$ cat config.mk
export PLATFORM = sky130hd
export DESIGN_NAME = serial_symbol_capture_flat
export DESIGN_NICKNAME = d
export VERILOG_FILES = /design/src/serial_capture_pkg.sv /design/src/serial_link_if.sv /design/src/serial_symbol_capture.sv /design/src/flat_wrapper.sv
export SDC_FILE = /design/constraint.sdc
export NUM_CORES = 1
export LEC_CHECK = 0
export BUFFER_PORTS_ARGS = -buffer_cell sky130_fd_sc_hd__clkbuf_2
export CORE_UTILIZATION = 53
export CTS_BUF_LIST = sky130_fd_sc_hd__clkbuf_4 sky130_fd_sc_hd__clkbuf_8 sky130_fd_sc_hd__clkbuf_16
export DETAILED_ROUTE_END_ITERATION = 8
export PLACE_DENSITY = 0.76
export SYNTH_ARGS = -nofsm -noshare
export SYNTH_HDL_FRONTEND = slang
export SYNTH_SLANG_ARGS = --single-unit
$ cat constraint.sdc
create_clock -name ref_clk -period 2.55 [get_ports ref_clk]
set_clock_uncertainty 0.2 [all_clocks]
set_input_delay 0.1275 -clock ref_clk [delete_from_list [all_inputs] [get_ports ref_clk]]
set_output_delay 0.1275 -clock ref_clk [all_outputs]
set_load 0.005 [all_outputs]
$ cat src/serial_capture_pkg.sv
package serial_capture_pkg;

    // ----------------------------------------------------------------
    // capture modes
    // ----------------------------------------------------------------
    typedef enum logic {
        bit_clock_mode    = 1'b0,
        symbol_clock_mode = 1'b1
    } capture_mode_type;

    // ----------------------------------------------------------------
    // timing
    // ----------------------------------------------------------------
    localparam int    REF_CLK_MHZ      = 200;
    localparam int    MAX_LINK_MHZ     = 50;
    localparam int    MAX_DATA_MBPS    = 50;
    // least ref_clk cycles per link clock phase at the top rate
    localparam int    MIN_HALF_CYCLES  = REF_CLK_MHZ / (2 * MAX_LINK_MHZ);
    // source divider default: half period in ref_clk cycles
    localparam int    SRC_HALF_DEFAULT = 4;

    // ----------------------------------------------------------------
    // widths and reset values
    // ----------------------------------------------------------------
    localparam int    BPS_WIDTH        = 4;
    localparam int    BPS_DEFAULT      = 2;
    localparam int    SYNC_STAGES      = 3;
    localparam logic  LINE_IDLE        = 1'b0;

endpackage

$ cat src/serial_link_if.sv
`timescale 1ns/1ps
interface serial_link_if;
    logic serial_data;
    logic bit_clock;
    logic symbol_marker;

    modport source (
        output serial_data,
        output bit_clock,
        output symbol_marker
    );
    modport capture (
        input  serial_data,
        input  bit_clock,
        input  symbol_marker
    );
endinterface

$ cat src/serial_symbol_capture.sv
// Behaviour
// - data line high means one, low zero
// - source at most 50 Mb/s; device accepts all
// - bit clock mode samples data on falling edge
// - symbol clock mode: marker falling edge clocks data
// - rising edge starts bit; capture on falling
// - bit clock and marker clock at most 50 MHz
// - marker high during first bit of symbol
// - accept repeated marker or single first pulse
// - source holds marker stable across falling edge
`timescale 1ns/1ps
module serial_symbol_capture #(
    parameter int BPS_WIDTH = serial_capture_pkg::BPS_WIDTH
) (
    // clock and reset
    input  wire logic                 ref_clk,
    input  wire logic                 rstn,
    // link pins
    serial_link_if.capture            link,
    // configuration
    input  wire serial_capture_pkg::capture_mode_type mode,
    input  wire logic [BPS_WIDTH-1:0] bits_per_symbol,
    // captured stream
    output logic                      bit_valid,
    output logic                      bit_value,
    output logic                      symbol_start,
    output logic [BPS_WIDTH-1:0]      bit_index,
    output logic                      symbol_done,
    output logic                      aligned
);

    // ----------------------------------------------------------------
    // pin synchronisers
    // ----------------------------------------------------------------
    // three stages per pin; a change counts once stages two and three
    // agree, so stage one is read only by stage two
    localparam int NS = serial_capture_pkg::SYNC_STAGES;
    localparam logic [NS-1:0] SYNC_IDLE = {NS{serial_capture_pkg::LINE_IDLE}};
    logic [NS-1:0] data_sync_q;
    logic [NS-1:0] clk_sync_q;
    logic [NS-1:0] mark_sync_q;
    logic          clk_lvl_q;
    logic          mark_lvl_q;
    logic          data_lvl_q;

    // stages two and three agree: the pin has settled
    function automatic logic settled(input logic [NS-1:0] stages);
        return stages[NS-2] == stages[NS-1];
    endfunction

    // settled pin now low while its filtered level is still high
    function automatic logic falls(input logic [NS-1:0] stages,
                                   input logic          level);
        return settled(stages) && level && !stages[NS-1];
    endfunction

    always_ff @(posedge ref_clk or negedge rstn) begin
        if (!rstn)
            data_sync_q <= SYNC_IDLE;
        else
            data_sync_q <= {data_sync_q[NS-2:0], link.serial_data};
    end

    always_ff @(posedge ref_clk or negedge rstn) begin
        if (!rstn)
            clk_sync_q <= SYNC_IDLE;
        else
            clk_sync_q <= {clk_sync_q[NS-2:0], link.bit_clock};
    end

    always_ff @(posedge ref_clk or negedge rstn) begin
        if (!rstn)
            mark_sync_q <= SYNC_IDLE;
        else
            mark_sync_q <= {mark_sync_q[NS-2:0], link.symbol_marker};
    end

    wire clk_settled  = settled(clk_sync_q);
    wire mark_settled = settled(mark_sync_q);
    wire data_settled = settled(data_sync_q);

    // a pulse shorter than two ref_clk cycles never moves a level
    always_ff @(posedge ref_clk or negedge rstn) begin
        if (!rstn)
            clk_lvl_q <= serial_capture_pkg::LINE_IDLE;
        else if (clk_settled)
            clk_lvl_q <= clk_sync_q[NS-1];
    end

    always_ff @(posedge ref_clk or negedge rstn) begin
        if (!rstn)
            mark_lvl_q <= serial_capture_pkg::LINE_IDLE;
        else if (mark_settled)
            mark_lvl_q <= mark_sync_q[NS-1];
    end

    always_ff @(posedge ref_clk or negedge rstn) begin
        if (!rstn)
            data_lvl_q <= serial_capture_pkg::LINE_IDLE;
        else if (data_settled)
            data_lvl_q <= data_sync_q[NS-1];
    end

    // ----------------------------------------------------------------
    // configuration decode
    // ----------------------------------------------------------------
    // mode and symbol length are levels; change them only while the
    // link is idle, or one bit may be counted under the old setting
    wire                 sym_mode = mode
                                    == serial_capture_pkg::symbol_clock_mode;
    wire [BPS_WIDTH-1:0] last_idx = bits_per_symbol - BPS_WIDTH'(1);

    // ----------------------------------------------------------------
    // edge detection and sampling
    // ----------------------------------------------------------------
    // data and marker filtered levels lag by the same stages as the
    // clock, so at a detected falling edge they still show the values
    // that stood across the pin edge; at 50 MHz a phase is two ref_clk
    // cycles, the least the filter passes
    wire clk_fall  = falls(clk_sync_q, clk_lvl_q);
    wire mark_fall = falls(mark_sync_q, mark_lvl_q);

    wire take_bit  = sym_mode ? mark_fall : clk_fall;
    // the filtered data level holds the value sampled at the edge
    wire sample    = data_lvl_q;
    // in symbol clock mode every marker falling edge opens a symbol
    wire marked    = sym_mode ? 1'b1 : mark_lvl_q;

    // ----------------------------------------------------------------
    // symbol counter
    // ----------------------------------------------------------------
    logic [BPS_WIDTH-1:0] idx_q;
    logic [BPS_WIDTH-1:0] idx_d;
    logic                 aligned_q;
    logic                 seen_q;

    wire                 at_last  = idx_q >= last_idx;
    // a bit opens a symbol on a marker, or once a counted symbol is full
    wire                 opens    = marked || (aligned_q && at_last);
    // the first bit after reset has nothing to follow: index 0
    wire                 restart  = opens || !seen_q;

    // a single marker is enough: the count free-runs afterwards
    assign idx_d = restart ? '0 : idx_q + BPS_WIDTH'(1);

    always_ff @(posedge ref_clk or negedge rstn) begin
        if (!rstn)
            idx_q <= '0;
        else if (take_bit)
            idx_q <= idx_d;
    end

    // once set, only reset clears it: a lost marker keeps the old count
    always_ff @(posedge ref_clk or negedge rstn) begin
        if (!rstn)
            aligned_q <= 1'b0;
        else if (take_bit && marked)
            aligned_q <= 1'b1;
    end

    // any bit taken since reset
    always_ff @(posedge ref_clk or negedge rstn) begin
        if (!rstn)
            seen_q <= 1'b0;
        else if (take_bit)
            seen_q <= 1'b1;
    end

    // ----------------------------------------------------------------
    // registered outputs
    // ----------------------------------------------------------------
    wire start_now   = take_bit && opens;
    // no symbol can close before a marker has fixed where it starts
    wire done_now    = take_bit && (aligned_q || marked)
                       && (idx_d == last_idx);
    wire now_aligned = aligned_q || (take_bit && marked);

    // per-bit pulses
    always_ff @(posedge ref_clk or negedge rstn) begin
        if (!rstn) begin
            bit_valid    <= 1'b0;
            symbol_start <= 1'b0;
            symbol_done  <= 1'b0;
        end else begin
            bit_valid    <= take_bit;
            symbol_start <= start_now;
            symbol_done  <= done_now;
        end
    end

    // values that hold until the next bit
    always_ff @(posedge ref_clk or negedge rstn) begin
        if (!rstn) begin
            bit_value <= 1'b0;
            bit_index <= '0;
        end else if (take_bit) begin
            bit_value <= sample;
            bit_index <= idx_d;
        end
    end

    always_ff @(posedge ref_clk or negedge rstn) begin
        if (!rstn)
            aligned <= 1'b0;
        else
            aligned <= now_aligned;
    end

endmodule

$ cat src/flat_wrapper.sv
// flat-port wrapper written by rule: the top's interface ports become plain ports
module serial_symbol_capture_flat 
#(
    parameter int BPS_WIDTH = serial_capture_pkg::BPS_WIDTH
)
  (ref_clk, rstn, mode, bits_per_symbol, bit_valid, bit_value, symbol_start, bit_index, symbol_done, aligned, link_serial_data, link_bit_clock, link_symbol_marker);
  serial_link_if link_i ();
  input  wire logic ref_clk;
  input  wire logic rstn;
  input  wire serial_capture_pkg::capture_mode_type mode;
  input  wire logic [BPS_WIDTH-1:0] bits_per_symbol;
  output logic bit_valid;
  output logic bit_value;
  output logic symbol_start;
  output logic [BPS_WIDTH-1:0] bit_index;
  output logic symbol_done;
  output logic aligned;
  input wire logic [$bits(link_i.serial_data)-1:0] link_serial_data;
  input wire logic [$bits(link_i.bit_clock)-1:0] link_bit_clock;
  input wire logic [$bits(link_i.symbol_marker)-1:0] link_symbol_marker;
  assign link_i.serial_data = link_serial_data;
  assign link_i.bit_clock = link_bit_clock;
  assign link_i.symbol_marker = link_symbol_marker;
  serial_symbol_capture #(.BPS_WIDTH(BPS_WIDTH)) u_core (.ref_clk(ref_clk), .rstn(rstn), .link(link_i), .mode(mode), .bits_per_symbol(bits_per_symbol), .bit_valid(bit_valid), .bit_value(bit_value), .symbol_start(symbol_start), .bit_index(bit_index), .symbol_done(symbol_done), .aligned(aligned));
endmodule
==> impl_results.md <==
* DPL Wire Length at 1.54 mm
* R2r endpoint: u_core.symbol_done$_DFF_PN0_
* Reg2reg setup slack at 0.25 ns
* Antenna-violating nets left at 0
* IO Count at 19
* Crit share post-route at 90.2%
* Antenna Cells at 0
* Delay-heaviest family, CP: adder cells
* Setup WS post-layout at 0.250 ns
* Area leader, netlist: dfrtp_1
* Vias in the first global route at 811
* Worst Path Arrival at 2.33 ns
* Vias per Instance at 5.47
* Lkg Pwr at 0.614 nW
* # DRC at 0
* Hold Path Stages at 3
* Outcome: finished clean
* Commonest non-fill, non-tap cell in the layout: dfrtp_1
* Core Region at 1820 µm²
* Critical path's slowest cell: ha_1
* Final count of negative-setup-slack endpoints at 0
* Endpoints failing hold at 0
* Worst Hold Path EP: u_core.symbol_done$_DFF_PN0_
* Routed WL per cell at 13.4 µm
* CTS Root Cell: clkbuf_4
* Total track usage at 22.8%
* Cell breakdown of the critical path: clkbuf_2 > inv_1 > ha_1 > xnor2_1 > ha_1 > a31oi_1 > nor2b_1 > o31ai_2 > buf_4 > nand4_1 > mux2i_1 > a211oi_2
* Placed Instances at 145
* Worst skew pair latency at 0.30 ns
* Initial antenna violation count at 0
* Row count at 15
* Req. time, crit path at 2.58 ns
* Fmax at 435 MHz
* PwrDens at 591 nW/µm²
* Placer Congestion at 0.899
* Fraction of layout cells with a size suffix above 1 at 20.9%
* Die height at 47.1 µm
* VDD IR max at 520 µV
* Ranking of synthesized cells by area: dfrtp_1 53%, ha_1 7.0%, inv_1 3.1%, nand2_1 3.1%, nand2b_1 2.9%
* CTS tree: built
* Worst path most repeated cell: ha_1
* Area Growth Syn to Fin at 19.8%
* Maxcap violations at 0
* Filler cells at 158
* Nets at 146
* Yosys Warn Count at 0
* WS Path Type: input port to flip-flop
* CP Max Fanout at 4
* CTS max path bufs at 2
* Min Tclk post-route at 2.30 ns
* Non-Filler Instances at 154
* H-tree depth at 1
* Die Footprint at 2210 µm²
* Reg clk slew, reported paths at 0.13 ns
* CP max stage delay at 0.33 ns
* Most frequent cells in the layout: 23 x dfrtp_1, 18 x clkbuf_2, 9 x inv_1, 9 x nand2_1
* # port buffers at 18
* Seq/Total Area, Yosys at 53.5%
* TritonRoute pass-1 iters at 4
* Cells on worst reg2reg path at 8
* Pre-CTS setup slack at -0.0656 ns
* Cell area after synthesis at 1080 µm²
* Synthesized area per cell at 10.8 µm²
* Critical path buffers and inverters at 3
* Slew HR at 57.2%
* Die width at 47.1 µm
* Multi-input logic area at 455 µm²
* Area post-placement at 1210 µm²
* DRT iter0 DRCs at 12
* Worst Hold Launch: bits_per_symbol[0]
* Design Area, Final at 1290 µm²
* Unrepaired setup endpoints after global routing: no
* Critical Path Source Type: input port
* Register area at 576 µm²
* Crit end category: flip-flop
* Slew Viols, Final at 0
* Top cell type's share of synthesized area at 53.5%
* Least-Margin Pin Slew at 0.639 ns
* Largest net degree at the start of global routing at 24
* Initial core utilization at 59.1%
* TritonCTS Buffers at 3
* First-pass GRT wire length at 3.50 mm
* Syn Inst Count at 100
* Routed wire length at 2.06 mm
* Post-CTS sizing at 0
* Aggregate global routing overflow at 0
* CTS sink cnt at 23
* Synth cell types at 30
* Syn nets at 116
* Flops & latches, synth at 23
* Via count at 842
* Worst Hold Class: input port to flip-flop
* Reg2reg start: u_core.idx_q[1]$_DFFE_PN0P_
stage by stage:
stage	hold slack, ns	power [mW]	TNS [ns]	util (%)
after floorplan	-0.368	0.527	0	-
after global placement	-0.0685	0.586	-0.0352	66.4
after detailed placement	-0.0608	0.592	-0.0656	66.4
after CTS	0.00762	0.769	0	70.8
after global routing	0.0458	0.813	0	70.8
final	0.0161	0.762	0	70.8
layer usage:
| layer | GRT usage, % | up-vias | wire, µm |
|---|---|---|---|
| li1 | - | 412 | - |
| met3 | 4.62 | 2 | 61 |
| met2 | 35.3 | 19 | 971 |
| met5 | 0 | - | 0 |
| met4 | 9.14 | 0 | 19 |
| met1 | 31.9 | 409 | 1010 |
logic make-up after synthesis:
family                     after synthesis  synth area share (%)
DFF                                     23                  53.5
and+or+nand+nor                         32                  15.0
adders and majority gates                8                  8.84
AOI/OAI and AO/OA                       22                  14.2
muxes                                    2                  1.86
buffers and inverters                   10                  4.19
xor gates and xnor gates                 3                  2.44
worst min-delay path: cells and delay by family:
family	cells	cell delay, ns
AO/OA/AOI/OAI	2	0.25
buffers and inverters	1	0.11
flip-flops by register name, summed over array words and instances, names as in the netlist, 3 cells and up:
signal	count
u_core.data_sync_q	3
u_core.mark_sync_q	3
u_core.idx_q	4
u_core.clk_sync_q	3
Yosys cell counts:
library cell,count
a32oi_1,1
xnor2_1,3
and3_1,1
o31ai_2,1
a31oi_1,2
o21ai_0,4
nor4b_1,1
nor2b_1,3
dfrtp_1,23
nand3_1,1
mux2i_1,2
a21oi_1,5
a21boi_0,1
nor3_1,3
buf_6,1
a211oi_1,1
nand2b_1,5
a21o_1,1
ha_1,6
inv_1,9
maj3_1,2
o311ai_0,1
nand4_1,2
o211a_1,1
a211oi_2,1
nand2_1,9
o22ai_1,2
a22oi_1,1
nor2_1,6
nand3b_1,1
cell type report:
class	instances	area share (%)
clock buffers	3	1.75
clock inverters	1	0.583
inverters	9	2.62
multi-input cells	67	35.3
flip-flops and latches	23	44.7
well taps	25	2.43
repair buffers	26	12.6
timing repair:
action / 4_1_cts / 5_1_grt
hold endpoints to repair: 27 / 0
setup buffers: 0 / 0
hold buffers: 5 / 0
worst max-delay path by stage:
stage / from / end / slack, ns / cells past startpoint
final: bits_per_symbol[0] / u_core.symbol_done$_DFF_PN0_ / 0.25 / 12
after global routing: u_core.idx_q[0]$_DFFE_PN0P_ / u_core.symbol_done$_DFF_PN0_ / 0.06 / 9
after CTS: bits_per_symbol[0] / u_core.symbol_done$_DFF_PN0_ / 0.26 / 12
after detailed placement: bits_per_symbol[0] / u_core.symbol_done$_DFF_PN0_ / -0.07 / 11
after global placement: bits_per_symbol[0] / u_core.symbol_done$_DFF_PN0_ / -0.04 / 12
after floorplan: bits_per_symbol[0] / u_core.symbol_done$_DFF_PN0_ / 0.28 / 10
report_power, final:
part,switching (mW),internal (mW),leakage (nW)
combinational,0.0940,0.0836,0.325
clock,0.109,0.0597,0.0139
sequential,0.0231,0.393,0.275
Power figures use the tool's default switching activity.
